[src/verilog/e1p_pkg.sv]
// Constants, types and register map of the E1 pattern test and slot monitor block.
// Assumes a single 250 MHz system clock; line clocks arrive as slow pins.
package e1p_pkg;

  // ==========================================================================
  // Register indices (Avalon word addresses)
  localparam logic [6:0] E1P_IDX_TX_MON_CTL  = 7'h14;
  localparam logic [6:0] E1P_IDX_RX_MON_CTL  = 7'h15;
  localparam logic [6:0] E1P_IDX_PAT_MODE    = 7'h16;
  localparam logic [6:0] E1P_IDX_TX_SLOT_MON = 7'h22;
  localparam logic [6:0] E1P_IDX_RX_SLOT_MON = 7'h2a;
  localparam logic [6:0] E1P_IDX_IRQ_STATUS  = 7'h40;
  localparam logic [6:0] E1P_IDX_IRQ_CLEAR   = 7'h41;
  localparam logic [6:0] E1P_IDX_IRQ_ENABLE  = 7'h42;
  localparam logic [6:0] E1P_IDX_ECNT_HI     = 7'h43;
  localparam logic [6:0] E1P_IDX_ECNT_LO     = 7'h44;
  localparam logic [6:0] E1P_IDX_STATUS2     = 7'h45;
  localparam logic [6:0] E1P_IDX_USER_OUT    = 7'h46;

  // ==========================================================================
  // Field positions and reset values
  localparam int         E1P_LINE_INTERFACE_RESET_BIT_BIT  = 7;
  localparam int         E1P_ALIGN_BIT  = 6;
  localparam int         E1P_ERESET_BIT = 5;
  localparam int         E1P_SYNC_BIT   = 0;
  localparam int         E1P_IRQ_GAIN   = 0;
  localparam int         E1P_IRQ_LOSS   = 1;
  localparam int         E1P_IRQ_ERR    = 2;
  localparam int         E1P_UO_A_ERR   = 0;
  localparam int         E1P_UO_B_ERR   = 1;
  localparam int         E1P_UO_A_LVL   = 2;
  localparam int         E1P_UO_B_LVL   = 3;
  localparam logic [7:0] E1P_CTL_RST    = 8'h00;

  // ==========================================================================
  // Pattern and checker counts
  localparam int          E1P_LFSR_LEN  = 15;
  localparam logic [14:0] E1P_LFSR_SEED = 15'h7fff;
  localparam logic [5:0]  E1P_GOOD_RUN  = 6'h20;   // Error-free bits needed for sync
  localparam logic [5:0]  E1P_WIN_LAST  = 6'h3f;   // 64-bit span, last index
  localparam logic [2:0]  E1P_ERR_LIMIT = 3'h6;
  localparam logic [15:0] E1P_CNT_MAX   = 16'hffff;

  // ==========================================================================
  // Types
  typedef enum logic [1:0] {
    E1P_NORMAL   = 2'b00,
    E1P_ONE_SLOT = 2'b01,
    E1P_FRAMED   = 2'b10,
    E1P_UNFRAMED = 2'b11
  } e1p_mode_t;

  typedef enum logic [0:0] {
    E1P_HUNT = 1'b0,
    E1P_SYNC = 1'b1
  } e1p_chk_t;

  // One sampled line: its clock level, data and frame marker
  typedef struct packed {
    logic lclk;
    logic data;
    logic frame;
  } e1p_line_t;

endpackage

[src/verilog/e1p_prbs_monitor.sv]
// Pattern generator, pattern checker and slot monitors for one E1 framer.
// Assumes line clocks, data and frame markers are slow pins sampled by clk.
`timescale 1ns/1ps
module e1p_prbs_monitor
  import e1p_pkg::*;
(
  input  wire logic        clk,
  input  wire logic        nrst,
  input  wire logic        ce,
  input  wire logic [6:0]  avs_address,
  input  wire logic        avs_read,
  input  wire logic        avs_write,
  input  wire logic [31:0] avs_writedata,
  input  wire logic [3:0]  avs_byteenable,
  output logic      [31:0] avs_readdata,
  output logic             avs_waitrequest,
  input  wire logic        rclk,
  input  wire logic        rdata,
  input  wire logic        rframe,
  input  wire logic        tclk,
  input  wire logic        tframe,
  input  wire logic        tdata_in,
  output logic             tdata_out,
  input  wire logic        ebit_error,
  output logic             line_interface_reset_bit,
  output logic             rx_elastic_align_bit,
  output logic             rx_elastic_reset_bit,
  output logic             user_output_a,
  output logic             user_output_b,
  output logic             irq
);

  // ==========================================================================
  // Registers and state
  logic [7:0]  tx_ctl_reg, rx_ctl_reg, mode_reg, uo_reg;
  logic [7:0]  tx_mon_reg, rx_mon_reg, tx_sh_reg, rx_sh_reg;
  logic [2:0]  irq_sts_reg, irq_en_reg;
  logic [15:0] ecnt_reg;
  logic        ack_reg;
  logic [31:0] rdata_reg;
  e1p_line_t   rx_s1_reg, rx_s2_reg, tx_s1_reg, tx_s2_reg;
  logic        rclk_prev_reg, tclk_prev_reg;
  logic [7:0]  rx_cnt_reg, tx_cnt_reg;
  logic [14:0] gen_reg, chk_reg;
  e1p_chk_t    chk_state_reg;
  logic [5:0]  good_reg, win_reg;
  logic [2:0]  werr_reg;
  logic        bit_err_reg, err_pulse_reg, gain_reg, loss_reg;

  e1p_mode_t   tx_mode, rx_mode;
  logic        rx_rise, rx_fall, tx_rise;
  logic [7:0]  rx_pos, tx_pos;
  logic        rx_pat, tx_pat, rx_pred, rx_err;
  logic [2:0]  werr_next;
  logic        wr_ok, rd_take;

  assign tx_mode = e1p_mode_t'(mode_reg[3:2]);
  assign rx_mode = e1p_mode_t'(mode_reg[1:0]);

  // Slot membership of a bit position for a pattern mode
  function automatic logic in_pattern(e1p_mode_t m, logic [7:0] pos, logic [4:0] sel);
    logic r;
    r = 1'b0;
    case (m)
      E1P_ONE_SLOT: r = (pos[7:3] == sel);
      E1P_FRAMED:   r = (pos[7:3] != 5'h00);
      E1P_UNFRAMED: r = 1'b1;
      default:      r = 1'b0;
    endcase
    return r;
  endfunction

  // ==========================================================================
  // Pin synchronisers; only the second stage is looked at
  always_ff @(posedge clk or negedge nrst) begin
    if (!nrst) begin
      rx_s1_reg     <= '0;
      rx_s2_reg     <= '0;
      tx_s1_reg     <= '0;
      tx_s2_reg     <= '0;
      rclk_prev_reg <= 1'b0;
      tclk_prev_reg <= 1'b0;
    end else if (ce) begin
      rx_s1_reg     <= '{lclk: rclk, data: rdata, frame: rframe};
      rx_s2_reg     <= rx_s1_reg;
      tx_s1_reg     <= '{lclk: tclk, data: tdata_in, frame: tframe};
      tx_s2_reg     <= tx_s1_reg;
      rclk_prev_reg <= rx_s2_reg.lclk;
      tclk_prev_reg <= tx_s2_reg.lclk;
    end
  end

  // Line clock edges found in the system domain
  assign rx_rise = ce & rx_s2_reg.lclk & ~rclk_prev_reg;
  assign rx_fall = ce & ~rx_s2_reg.lclk & rclk_prev_reg;
  assign tx_rise = ce & tx_s2_reg.lclk & ~tclk_prev_reg;

  // Frame marker restarts the count at bit 0 of slot zero
  assign rx_pos = rx_s2_reg.frame ? 8'h00 : rx_cnt_reg + 8'h01;
  assign tx_pos = tx_s2_reg.frame ? 8'h00 : tx_cnt_reg + 8'h01;
  assign rx_pat = in_pattern(rx_mode, rx_pos, rx_ctl_reg[4:0]);
  assign tx_pat = in_pattern(tx_mode, tx_pos, tx_ctl_reg[4:0]);

  always_ff @(posedge clk or negedge nrst) begin
    if (!nrst) begin
      rx_cnt_reg <= 8'hff;
      tx_cnt_reg <= 8'hff;
    end else begin
      if (rx_rise) begin
        rx_cnt_reg <= rx_pos;
      end
      if (tx_rise) begin
        tx_cnt_reg <= tx_pos;
      end
    end
  end

  // ==========================================================================
  // Transmit: generator and line data
  always_ff @(posedge clk or negedge nrst) begin
    if (!nrst) begin
      gen_reg   <= E1P_LFSR_SEED;
      tdata_out <= 1'b0;
    end else if (tx_rise) begin
      if (tx_pat) begin
        tdata_out <= gen_reg[14];
        gen_reg   <= {gen_reg[13:0], gen_reg[14] ^ gen_reg[13]};
      end else begin
        tdata_out <= tx_s2_reg.data;
      end
    end
  end

  // Transmit slot monitor; first sent bit lands in bit 7
  always_ff @(posedge clk or negedge nrst) begin
    if (!nrst) begin
      tx_sh_reg  <= 8'h00;
      tx_mon_reg <= 8'h00;
    end else if (tx_rise && tx_pos[7:3] == tx_ctl_reg[4:0]) begin
      tx_sh_reg <= {tx_sh_reg[6:0], tx_pat ? gen_reg[14] : tx_s2_reg.data};
      if (tx_pos[2:0] == 3'h7) begin
        tx_mon_reg <= {tx_sh_reg[6:0], tx_pat ? gen_reg[14] : tx_s2_reg.data};
      end
    end
  end

  // ==========================================================================
  // Receive slot monitor; copies the selected octet, MSB first
  always_ff @(posedge clk or negedge nrst) begin
    if (!nrst) begin
      rx_sh_reg  <= 8'h00;
      rx_mon_reg <= 8'h00;
    end else if (rx_rise && rx_pos[7:3] == rx_ctl_reg[4:0]) begin
      rx_sh_reg <= {rx_sh_reg[6:0], rx_s2_reg.data};
      if (rx_pos[2:0] == 3'h7) begin
        rx_mon_reg <= {rx_sh_reg[6:0], rx_s2_reg.data};
      end
    end
  end

  // ==========================================================================
  // Receive checker. Hunting self-loads from the line; once in sync the local
  // sequence free-runs so a single line error is counted once, not three times.
  assign rx_pred   = chk_reg[14] ^ chk_reg[13];
  assign rx_err    = rx_s2_reg.data ^ rx_pred;
  assign werr_next = werr_reg + {2'b00, rx_err};

  always_ff @(posedge clk or negedge nrst) begin
    if (!nrst) begin
      chk_state_reg <= E1P_HUNT;
      chk_reg       <= 15'h0000;
      good_reg      <= 6'h00;
      win_reg       <= 6'h00;
      werr_reg      <= 3'h0;
      bit_err_reg   <= 1'b0;
      gain_reg      <= 1'b0;
      loss_reg      <= 1'b0;
    end else if (ce) begin
      bit_err_reg <= 1'b0;
      gain_reg    <= 1'b0;
      loss_reg    <= 1'b0;
      if (rx_mode == E1P_NORMAL) begin
        chk_state_reg <= E1P_HUNT;
        good_reg      <= 6'h00;
      end else if (rx_rise && rx_pat) begin
        case (chk_state_reg)
          E1P_HUNT: begin
            chk_reg  <= {chk_reg[13:0], rx_s2_reg.data};
            good_reg <= rx_err ? 6'h00 : good_reg + 6'h01;
            if (!rx_err && good_reg == E1P_GOOD_RUN - 6'h01) begin
              chk_state_reg <= E1P_SYNC;
              gain_reg      <= 1'b1;
              win_reg       <= 6'h00;
              werr_reg      <= 3'h0;
            end
          end
          E1P_SYNC: begin
            chk_reg     <= {chk_reg[13:0], rx_pred};
            bit_err_reg <= rx_err;
            win_reg     <= win_reg + 6'h01;
            werr_reg    <= (win_reg == E1P_WIN_LAST) ? 3'h0 : werr_next;
            if (werr_next >= E1P_ERR_LIMIT) begin
              chk_state_reg <= E1P_HUNT;
              loss_reg      <= 1'b1;
              good_reg      <= 6'h00;
            end
          end
          default: begin
            chk_state_reg <= E1P_HUNT;
          end
        endcase
      end
    end
  end

  // Error pulse: rises with the error, falls on the next falling line clock
  always_ff @(posedge clk or negedge nrst) begin
    if (!nrst) begin
      err_pulse_reg <= 1'b0;
    end else if (ce && bit_err_reg) begin
      err_pulse_reg <= 1'b1;
    end else if (rx_fall) begin
      err_pulse_reg <= 1'b0;
    end
  end

  assign user_output_a = uo_reg[E1P_UO_A_ERR] ? err_pulse_reg : uo_reg[E1P_UO_A_LVL];
  assign user_output_b = uo_reg[E1P_UO_B_ERR] ? err_pulse_reg : uo_reg[E1P_UO_B_LVL];

  // ==========================================================================
  // Error counter, shared between E-bit errors and pattern errors; saturates
  logic cnt_hit;
  // Gated by ce so a held error flag cannot count while the block is frozen
  assign cnt_hit = ce & ((rx_mode != E1P_NORMAL) ? bit_err_reg : ebit_error);

  always_ff @(posedge clk or negedge nrst) begin
    if (!nrst) begin
      ecnt_reg <= 16'h0000;
    end else if (wr_ok && (avs_address == E1P_IDX_ECNT_HI || avs_address == E1P_IDX_ECNT_LO)) begin
      ecnt_reg <= {15'h0000, cnt_hit};
    end else if (cnt_hit && ecnt_reg != E1P_CNT_MAX) begin
      ecnt_reg <= ecnt_reg + 16'h0001;
    end
  end

  // ==========================================================================
  // Avalon slave: one wait cycle; a read is sampled during it, a write is taken after it
  assign avs_waitrequest = (avs_read | avs_write) & ~ack_reg;
  assign wr_ok   = ce & avs_write & ack_reg & avs_byteenable[0];
  assign rd_take = ce & avs_read & ~ack_reg;

  always_ff @(posedge clk or negedge nrst) begin
    if (!nrst) begin
      ack_reg <= 1'b0;
    end else if (ce) begin
      ack_reg <= (avs_read | avs_write) & ~ack_reg;
    end
  end

  // Software-written control registers
  always_ff @(posedge clk or negedge nrst) begin
    if (!nrst) begin
      tx_ctl_reg <= E1P_CTL_RST;
      rx_ctl_reg <= E1P_CTL_RST;
      mode_reg   <= E1P_CTL_RST;
      uo_reg     <= E1P_CTL_RST;
      irq_en_reg <= 3'h0;
    end else if (wr_ok) begin
      case (avs_address)
        E1P_IDX_TX_MON_CTL: tx_ctl_reg <= avs_writedata[7:0];
        E1P_IDX_RX_MON_CTL: rx_ctl_reg <= avs_writedata[7:0];
        E1P_IDX_PAT_MODE:   mode_reg   <= {4'h0, avs_writedata[3:0]};
        E1P_IDX_USER_OUT:   uo_reg     <= {4'h0, avs_writedata[3:0]};
        E1P_IDX_IRQ_ENABLE: irq_en_reg <= avs_writedata[2:0];
        default:            irq_en_reg <= irq_en_reg;
      endcase
    end
  end

  // Bits owned by neighbouring blocks, passed straight out
  assign line_interface_reset_bit = rx_ctl_reg[E1P_LINE_INTERFACE_RESET_BIT_BIT];
  assign rx_elastic_align_bit     = rx_ctl_reg[E1P_ALIGN_BIT];
  assign rx_elastic_reset_bit     = rx_ctl_reg[E1P_ERESET_BIT];

  // Sticky events; a new event beats a clear in the same cycle
  logic [2:0] irq_ev, irq_clr;
  assign irq_ev  = {bit_err_reg, loss_reg, gain_reg};
  assign irq_clr = (wr_ok && avs_address == E1P_IDX_IRQ_CLEAR) ? avs_writedata[2:0] : 3'h0;

  always_ff @(posedge clk or negedge nrst) begin
    if (!nrst) begin
      irq_sts_reg <= 3'h0;
    end else if (ce) begin
      irq_sts_reg <= (irq_sts_reg & ~irq_clr) | irq_ev;
    end
  end

  assign irq = |(irq_sts_reg & irq_en_reg);

  // Read mux; unmapped and write-only addresses read as zero
  always_ff @(posedge clk or negedge nrst) begin
    if (!nrst) begin
      rdata_reg <= 32'h0000_0000;
    end else if (rd_take) begin
      case (avs_address)
        E1P_IDX_TX_MON_CTL:  rdata_reg <= {24'h0, tx_ctl_reg};
        E1P_IDX_RX_MON_CTL:  rdata_reg <= {24'h0, rx_ctl_reg};
        E1P_IDX_PAT_MODE:    rdata_reg <= {24'h0, mode_reg};
        E1P_IDX_TX_SLOT_MON: rdata_reg <= {24'h0, tx_mon_reg};
        E1P_IDX_RX_SLOT_MON: rdata_reg <= {24'h0, rx_mon_reg};
        E1P_IDX_IRQ_STATUS:  rdata_reg <= {29'h0, irq_sts_reg};
        E1P_IDX_IRQ_ENABLE:  rdata_reg <= {29'h0, irq_en_reg};
        E1P_IDX_ECNT_HI:     rdata_reg <= {24'h0, ecnt_reg[15:8]};
        E1P_IDX_ECNT_LO:     rdata_reg <= {24'h0, ecnt_reg[7:0]};
        E1P_IDX_STATUS2:     rdata_reg <= {31'h0, chk_state_reg == E1P_SYNC};
        E1P_IDX_USER_OUT:    rdata_reg <= {24'h0, uo_reg};
        default:             rdata_reg <= 32'h0000_0000;
      endcase
    end
  end

  assign avs_readdata = rdata_reg;
endmodule
[config.mk]
export PLATFORM = sky130hd
export DESIGN_NAME = e1p_prbs_monitor
export DESIGN_NICKNAME = d
export VERILOG_FILES = /design/src/verilog/e1p_pkg.sv /design/src/verilog/e1p_prbs_monitor.sv
export SDC_FILE = /design/constraint.sdc
export NUM_CORES = 1
export LEC_CHECK = 0
export BUFFER_PORTS_ARGS = -buffer_cell sky130_fd_sc_hd__buf_2
export CORE_MARGIN = 1.5
export CORE_UTILIZATION = 45
export DETAILED_ROUTE_END_ITERATION = 10
export PLACE_DENSITY = 0.71
export SYNTH_ARGS = -nofsm -noshare
export SYNTH_HDL_FRONTEND = slang
export SYNTH_SLANG_ARGS = --single-unit
[constraint.sdc]
create_clock -name clk -period 3.05 [get_ports clk]
set_input_delay 0.1525 -clock clk [delete_from_list [all_inputs] [get_ports clk]]
set_output_delay 0.1525 -clock clk [all_outputs]
set_load 0.1 [all_outputs]
==> metrics.txt, run 1 <==
DR pass1 iterations 7; Syn Inst Count 755; CTS max path bufs 2; top cells by area, synth dfrtp_1, mux2_2, dfstp_2, buf_4, nand2_1; most common cell after layout, fill and taps aside dfrtp_1; postcts setup bufs 0; setup total negative slack 0 ns; DRC 0; PwrDens between 600 and 700 nW/um^2; area leader, netlist dfrtp_1; number of global-route vias before repair 5760; Total Nets Final 877; asr flop ratio synth 100.0%; register bit total from synthesis 166; max-slew violations 0; crit path max fanout 17; I/O pins 95; area grow syn2layout 14.37%; Final ANT Viol Nets 0; CTS clk-pin slew, worst paths 0.06 ns; EDFF count, synth 0; Port Buf Inserts 43; Total GRT Usage between 10% and 20%; slowest cell on the critical path dfstp_2; CP Cell Sequence ha_1 > nand3_2 > nor2_1 > xnor3_1 > and4b_1 > o311ai_2 > and2_0 > buf_12 > mux2_2; global-route wire length before repair 29.74 mm; internal power ~0.0043 W; commonest non-fill, non-tap cells in the layout dfrtp_1, mux2_2, nand2_1; CTS Buf Count 17; Synth Warn # 0; vias per inst between 5 and 6; Net Sw Frac 30.01%; Max VDD drop between 0.4 and 0.5 mV; Fin. Hold Viols 0; Antenna Cells 0; CTS tree done; grt ovf 0; Max Fclk 348.1 MHz; DR iter-0 viols 340; Mean Syn Cell Area 11.23 um^2; Sw Pwr 0.001850 W; H-tree lvl count 4; core area 18580 um^2; Comb pwr share a little under a fifth; sequential area share after synthesis around half; clk sink count between 150 and 200; number of antenna violations at the first check in global routing 0; Worst setup SP type flip-flop; die area ~20000 um^2; worst slew pin tran 0.7329 ns; register share of total power roughly 46%; Worst-Skew Late Latency between 0.4 and 0.5 ns; largest net degree at the start of global routing 81; DR vias 6011; Worst Path Arrival 3.19 ns; Tmin final ~2.9 ns; Clock power frac a little over a third; synth unique cells 77; Worst Skew 0.01703 ns; max FFs per register 16; top-area cell type share of the netlist area 39.84%; layout cells sized above 1 32.61%; CTS Root Cell clkbuf_16; DR WL/cell 16.90 um; Final Cycle Share 94.19%; Die X approximately 140 um; status finished clean; RSZ-0062 raised after global routing false; CP Class reg2reg; Die Ht 140.3 um; CP top delay family simple AND/OR/NAND/NOR gates; endpoint class of the critical path flip-flop; CP required 3.37 ns; predominant post-synthesis flop cell dfrtp_1; starting density of the core 45.64%; crit path buf inv count 1; pre-CTS setup slack 0.07961 ns; routability cong. 0.8514; Lkg Pwr 4.418 nW; max incr delay on CP 0.59 ns; final setup margin roughly 0.18 ns; HP Class in2reg; DP HPWL roughly 13 mm; relative max-transition margin 51.14%; max cap viols 0; drt total wl 17.95 mm; cell area after synthesis 8479 um^2; Final setup viols 0; Cell Rows 50
[path summary, 6_finish.rpt]
kind	startpoint	to	slack, ns	depth (start not counted)
max in group asynchronous	nrst	tx_cnt_reg[5]	1.87	3
setup reg to reg	rx_cnt_reg[0]	chk_reg[0]	0.18	9
hold reg to reg	avs_readdata[5]	avs_readdata[5]	0.48	1
min in group asynchronous	nrst	tx_sh_reg[0]	0.35	2
setup / recovery	rx_cnt_reg[0]	chk_reg[0]	0.18	9
hold / removal	avs_writedata[7]	tx_ctl_reg[7]	0.02	2
[cell families (layout without fill, tap and decap cells)]
kind of cell	after synthesis	count (layout)	share of synthesized area (%)
compound gates	132	132	11.44
xor+xnor	31	31	3.541
fa+ha+maj	7	7	1.033
buf+inv	69	119	4.368
flops	166	166	49.45
mux	123	123	16.22
other cells	1	24	0.04422
simple gates	226	226	13.91
[what timing repair did]
item | 4_1_cts | 5_1_grt
gates resized for setup | 0 | 8
endpoints found under the hold margin | 67 | 0
hold buffers | 10 | 0
endpoints found under the setup margin | 0 | 48
[cells in the mapped netlist, drive strengths merged (14+ instances only)]
cell,instances
nand3,29
nor3,24
nor2b,14
buf,35
nor2,49
clkbuf,23
xor2,15
mux2,115
dfrtp,135
xnor2,14
dfstp,31
nand2,53
a21oi,24
o21ai,21
[layout make-up]
| cell class | count | area (um^2) |
|---|---|---|
| timing repair buffer | 76 | 519.2 |
| tap | 234 | 292.8 |
| clock inverter | 11 | 146.4 |
| inverter | 11 | 41.29 |
| sequential | 166 | 4193 |
| fill | 1609 | 8882 |
| multi-input combinational | 543 | 4055 |
| clock buffer | 21 | 450.4 |
[routing by layer]
layer | wire (um) | track usage, % | vias to the layer above
met1 | 8552 | 26.91 | 3024
met5 | 0 | 0 | -
met2 | 8462 | 29.86 | 130
met4 | 245 | 4.931 | 0
met3 | 691 | 3.829 | 23
li1 | - | - | 2834
[per-stage QoR]
step                      power (W)  hold WS, ns  utilization (%)  cells  cell area (um^2)
after global routing       0.006458     0.005557            52.20   1062              9698
after CTS                  0.006187      0.01258            51.91   1062              9646
after detailed placement   0.003976       0.2540            48.16   1020              8949
final                      0.006166      0.01949            52.20   1062              9698
after floorplan            0.003693      -0.1431                -    778              8566
after global placement     0.003938       0.2458            48.16   1020              8949
[worst register-to-register path, cell delays in order (launching register included)]
cell	delay (ns)
dfstp_2	0.59
ha_1	0.20
nand3_2	0.12
nor2_1	0.19
xnor3_1	0.25
and4b_1	0.23
o311ai_2	0.38
and2_0	0.28
buf_12	0.18
mux2_2	0.34
[power groups by stage]
stage	sequential, W	combinational (W)	clock [W]
after floorplan	0.00277	0.000926	0
after detailed placement	0.00288	0.00110	0
after global routing	0.00290	0.00124	0.00231
after global placement	0.00287	0.00107	0
after CTS	0.00285	0.00111	0.00222
final	0.00285	0.00113	0.00219
Power figures use the tool's default switching activity.
==> run 2, diff against run 1 <==
Settings changed: PLACE_DENSITY 0.71 to 0.69.
Clock period 3.05 ns to 3.2 ns, I/O delays scaled along.
==> run 2 against run 1 <==
Compared with the run above:
- non-clock buffer count up 1
- first-iteration DRC count up 21%
- largest cell class unchanged
- final area fell by 0.32%
- count of clock-buffer cells in the layout is 1 lower
- power fell by 5.2%
- via count fell by 1.3%
==> metrics.txt, run 2 (same netlist as run 1, synthesis figures left out) <==
vias per inst 5.579 (-1.4%); RSZ-0062 raised after global routing false; routability cong. 0.8496 (-0.21%); Tmin final 2.937 ns (+0.06470 ns); Cell Count, Final, Fillers Out 1063 (+0.094%); DP HPWL 12.89 mm (+2.2%); layout cells sized above 1 32.33% (-0.28 points); Cell Rows 50 (unchanged); endpoint class of the critical path flip-flop; dpl cells 1021 (+0.098%); area of the multi-input gates 4015 um^2 (-0.99%); Net Sw Frac 30.63% (+0.63 points); number of antenna violations at the first check in global routing 0 (unchanged); Clock power frac 35.5% (about the same); Crit Reg-Reg Startpoint rx_cnt_reg[0]; DR pass1 iterations 6 (-1); Total Nets Final 878 (+0.11%); setup total negative slack 0 ns (unchanged); crit path to win_reg[5]; CTS clk-pin slew, worst paths 0.06 ns (about the same); Comb pwr share 18.2% (about the same); Sw Pwr 0.001791 W (-3.2%); Worst setup SP type flip-flop; M3 GR Usage 3.795% (-0.034 points); register share of total power 46.3% (about the same); met2 Use GR 29.81% (-0.052 points); Placement Cell Area 8956 um^2 (about the same); most used routing layer met2; Lkg Pwr 4.427 nW (+0.21%); max FFs per register 16 (unchanged); status finished clean; post-route cell area 9667 um^2 (-0.32%); Filler Cells Inserted 1668 (+3.7%); HP Class in2reg; Sequential Area 4193 um^2 (unchanged); Antenna Cells 0 (unchanged); M1 GR Usage 26.41% (-0.50 points); DRC 0 (unchanged); clk sink count 166 (unchanged); Final Cycle Share 91.79% (-2.4 points); I/O pins 95 (unchanged); DR vias 5930 (-1.3%); origin of the worst setup path rx_cnt_reg[0]; reg-to-reg slack, setup 0.26 ns (+0.09 ns); CP required 3.54 ns (+0.17 ns); Fin. Hold Viols 0 (unchanged); Max Fclk 340.4 MHz (-2.2%); number of global-route vias before repair 5721 (-0.68%); CTS max path bufs 2 (unchanged); Worst-Skew Late Latency 0.43 ns (about the same); worst slew pin tran 1.122 ns (+0.3894 ns); Worst R2R End win_reg[5]; drt total wl 17.81 mm (-0.81%); Final setup viols 0 (unchanged); grt ovf 0 (unchanged); commonest non-fill, non-tap cells in the layout dfrtp_1, mux2_2, nand2_1; CTS Root Cell clkbuf_16; crit path max fanout 8 (-9); final hold slack 0.01691 ns (-0.002584 ns); CP Class reg2reg; largest net degree at the start of global routing 69 (-15%); final total power 0.005845 W (-5.2%); PwrDens 604.7 nW/um^2 (-4.9%); H-tree lvl count 4 (unchanged); internal power 0.004055 W (-6.0%); Total GRT Usage 19.12% (+0.14 points); Max VDD drop 0.3866 mV (-5.3%); starting density of the core 45.64% (unchanged); Worst Skew 0.008307 ns (-0.008722 ns); max-slew violations 0 (unchanged); max cap viols 0 (unchanged); Reg2Reg Depth 8 (-1); relative max-transition margin 24.00% (-27 points); global-route wire length before repair 29.55 mm (-0.65%); area grow syn2layout 14.00%; Die Ht 140.3 um (unchanged); most common cell after layout, fill and taps aside dfrtp_1; CTS tree done; Die X 140.3 um (unchanged); CTS Buf Count 17 (unchanged); die area 19680 um^2 (unchanged); Port Buf Inserts 43 (unchanged); DR iter-0 viols 411 (+21%); DR WL/cell 16.75 um (-0.91%); Final ANT Viol Nets 0 (unchanged); core area 18580 um^2 (unchanged); Worst Path Arrival 3.28 ns (+0.09 ns); postcts setup bufs 0 (unchanged)
run 2: area by class of cell:
class / count / share of cell area, %
inverters: 11 / 0.4271
flip-flops and latches: 166 / 43.37
well taps: 234 / 3.029
clock buffers: 20 / 4.724
multi-input cells: 543 / 41.54
clock inverters: 12 / 1.463
repair buffers: 77 / 5.449
run 2: critical path: stages (launching register included):
cell and delay, ns:
dfstp_2 0.59, ha_1 0.20, nand3_2 0.11, nor2_1 0.16, xnor3_1 0.25, and4b_1 0.23, o311ai_1 0.95, a21oi_1 0.14
nor3_1 0.22
run 2: how the worst min path moves through the flow:
stage | start | to | slack [ns] | cells past startpoint
2_1_floorplan | nrst | ack_reg | -0.14 | 0
3_3_place_gp | nrst | tx_s1_reg[1] | 0.21 | 1
3_5_place_dp | nrst | tx_s1_reg[1] | 0.21 | 1
4_1_cts | avs_writedata[7] | tx_ctl_reg[7] | 0.002 | 2
5_1_grt | avs_writedata[7] | rx_ctl_reg[7] | 0.02 | 2
6_report | avs_writedata[7] | tx_ctl_reg[7] | 0.02 | 2
run 2: routing by layer:
layer	up-vias	share of wire [%]
met1	2933	48
met2	133	46
met5	-	0
met3	25	4.2
li1	2839	-
met4	0	1.8
run 2: timing repair:
| item | CTS | global route |
|---|---|---|
| endpoints found under the hold margin | 54 | 0 |
| resized for setup | 0 | 2 |
| setup endpoints to repair | 0 | 28 |
| hold buffers | 10 | 0 |
run 2: per-stage QoR:
stage	setup slack, ns	utilization, %
final	0.2626	52.03
after global routing	0.04409	52.03
after CTS	0.1625	51.96
after detailed placement	0.1881	48.20
after global placement	0.2424	48.20
after floorplan	0.1669	-
run 2: power by group through the flow:
stage | logic (W) | clock network (W) | registers [W]
3_3_place_gp | 0.00103 | 0 | 0.00273
6_report | 0.00106 | 0.00207 | 0.00271
5_1_grt | 0.00118 | 0.00221 | 0.00275
3_5_place_dp | 0.00105 | 0 | 0.00274
4_1_cts | 0.00107 | 0.00211 | 0.00270
2_1_floorplan | 0.000883 | 0 | 0.00264
==> run 3, diff against run 2 <==
Settings changed: RECOVER_POWER set to 100.
==> run 3 against run 2 <==
Compared with the run above:
- the run now ends with capacitance limit, slew limit left
- sequential cell count unchanged
- non-clock buffer count unchanged
- power down 0.24%
- fmax down 2.6%
- core utilization down 0.32 points
- register-to-register slack worse by 0.08 ns
- wire length up 0.43%
- combinational power about the same
- critical endpoint is now chk_reg[0]
- largest cell class unchanged
==> metrics.txt, run 3 (same netlist as run 1, synthesis figures left out) <==
Max Fclk 331.5 MHz (-2.6%); worst slew pin tran 1.679 ns (+0.5563 ns); max cap viols 1 (+1); Worst-Skew Late Latency 0.43 ns (about the same); starting density of the core 45.64% (unchanged); endpoint class of the critical path flip-flop; Antenna Cells 0 (unchanged); Cell Count, Final, Fillers Out 1063 (unchanged); Final Cycle Share 94.28% (+2.5 points); largest net degree at the start of global routing 69 (unchanged); DR vias 5954 (+0.40%); Sequential Area 4193 um^2 (unchanged); DRC 0 (unchanged); vias per inst 5.601 (+0.40%); PwrDens 607.0 nW/um^2 (+0.39%); CTS tree done; clk sink count 166 (unchanged); I/O pins 95 (unchanged); max FFs per register 16 (unchanged); final setup margin 0.1832 ns (-0.07942 ns); drt total wl 17.88 mm (+0.43%); Die Ht 140.3 um (unchanged); Lkg Pwr 4.326 nW (-2.3%); DR WL/cell 16.82 um (+0.43%); Cell Rows 50 (unchanged); CTS clk-pin slew, worst paths 0.07 ns (about the same); H-tree lvl count 4 (unchanged); failing checks capacitance limit, slew limit; CTS max path bufs 2 (unchanged); Fin. Hold Viols 0 (unchanged); Final Util 51.70% (-0.32 points); Final ANT Viol Nets 0 (unchanged); number of global-route vias before repair 5721 (unchanged); die area 19680 um^2 (unchanged); area of the multi-input gates 4015 um^2 (unchanged); CP Class reg2reg; CTS Buf Count 17 (unchanged); dpl cells 1021 (unchanged); Filler Cells Inserted 1685 (+1.0%); status finished, violations left; Total Nets Final 878 (unchanged); final total power 0.005832 W (-0.24%); core area 18580 um^2 (unchanged); number of antenna violations at the first check in global routing 0 (unchanged); grt ovf 0 (unchanged); global-route wire length before repair 29.55 mm (unchanged); CP required 3.52 ns (-0.02 ns); DP HPWL 12.89 mm (unchanged); area grow syn2layout 13.29%; layout cells sized above 1 29.07% (-3.3 points); setup total negative slack 0 ns (unchanged); Port Buf Inserts 43 (unchanged); DR iter-0 viols 427 (+3.9%); DR pass1 iterations 7 (+1); RSZ-0062 raised after global routing false; pre-CTS setup slack 0.1881 ns (unchanged); Total GRT Usage 19.12% (unchanged); max-slew violations 68 (+68); HP Class in2reg; Tmin final 3.017 ns (+0.07942 ns); most common cell after layout, fill and taps aside dfrtp_1; crit path max fanout 20 (+12); Max VDD drop 0.3858 mV (-0.22%); Worst Path Arrival 3.33 ns (+0.05 ns); commonest non-fill, non-tap cells in the layout dfrtp_1, mux2_2, nand2_1; postcts setup bufs 0 (unchanged); relative max-transition margin -11.91% (-36 points); Worst setup SP type flip-flop; CTS Root Cell clkbuf_16; Final setup viols 0 (unchanged); Die X 140.3 um (unchanged); Worst Skew 0.008446 ns (+0.0001386 ns); routability cong. 0.8496 (unchanged)
==> run 3: per-layer routing <==
layer / share of wire, % / GRT usage, % / vias up
met2: 46 / 29.81 / 136
met5: 0 / 0 / -
met1: 48 / 26.41 / 2957
li1: - / - / 2837
met3: 4.4 / 3.795 / 24
met4: 1.7 / 7.313 / 0
==> run 3: layout make-up <==
cell class	count	share of cell area, %
clock buffers	20	4.754
clock inverters	12	1.472
inverters	11	0.4298
multi-input cells	543	41.79
flip-flops and latches	166	43.64
well taps	234	3.048
repair buffers	77	4.858
==> run 3: worst paths after layout <==
check / cells after the start / slack [ns] / startpoint / end
max in group asynchronous: 3 / 0.73 / nrst / ecnt_reg[9]
min in group asynchronous: 2 / 0.71 / nrst / tx_s1_reg[1]
hold reg to reg: 1 / 0.48 / avs_readdata[3] / avs_readdata[3]
setup reg to reg: 8 / 0.18 / rx_cnt_reg[2] / chk_reg[0]
setup / recovery: 8 / 0.18 / rx_cnt_reg[2] / chk_reg[0]
hold / removal: 2 / 0.02 / avs_writedata[7] / tx_ctl_reg[7]
==> run 3: what timing repair did <==
action	CTS	global route
hold endpoints to repair	54	0
setup endpoints to repair	0	28
gates resized for setup	0	2
hold buffers	10	0
==> run 3: worst max-delay path: stages (launching register included) <==
cell and delay, ns:
dfstp_1 0.66, nand3_1 0.21, or4_4 0.52, and3b_2 0.24, o2111a_1 0.29, o311ai_2 0.12, and2_0 0.31, buf_12 0.20
mux2_2 0.35
==> run 3: per-stage QoR <==
stage / area [um^2] / hold WS (ns)
after floorplan: 8566 / -0.1356
after global placement: 8956 / 0.2098
after detailed placement: 8956 / 0.2053
after CTS: 9654 / 0.001836
after global routing: 9607 / 0.01621
final: 9607 / 0.01538
==> run 3: power breakdown <==
group / switching (W) / leakage [nW] / internal [W]
Clock: 0.000870 / 0.294 / 0.00121
Sequential: 0.000293 / 2.12 / 0.00241
Combinational: 0.000633 / 1.91 / 0.000419
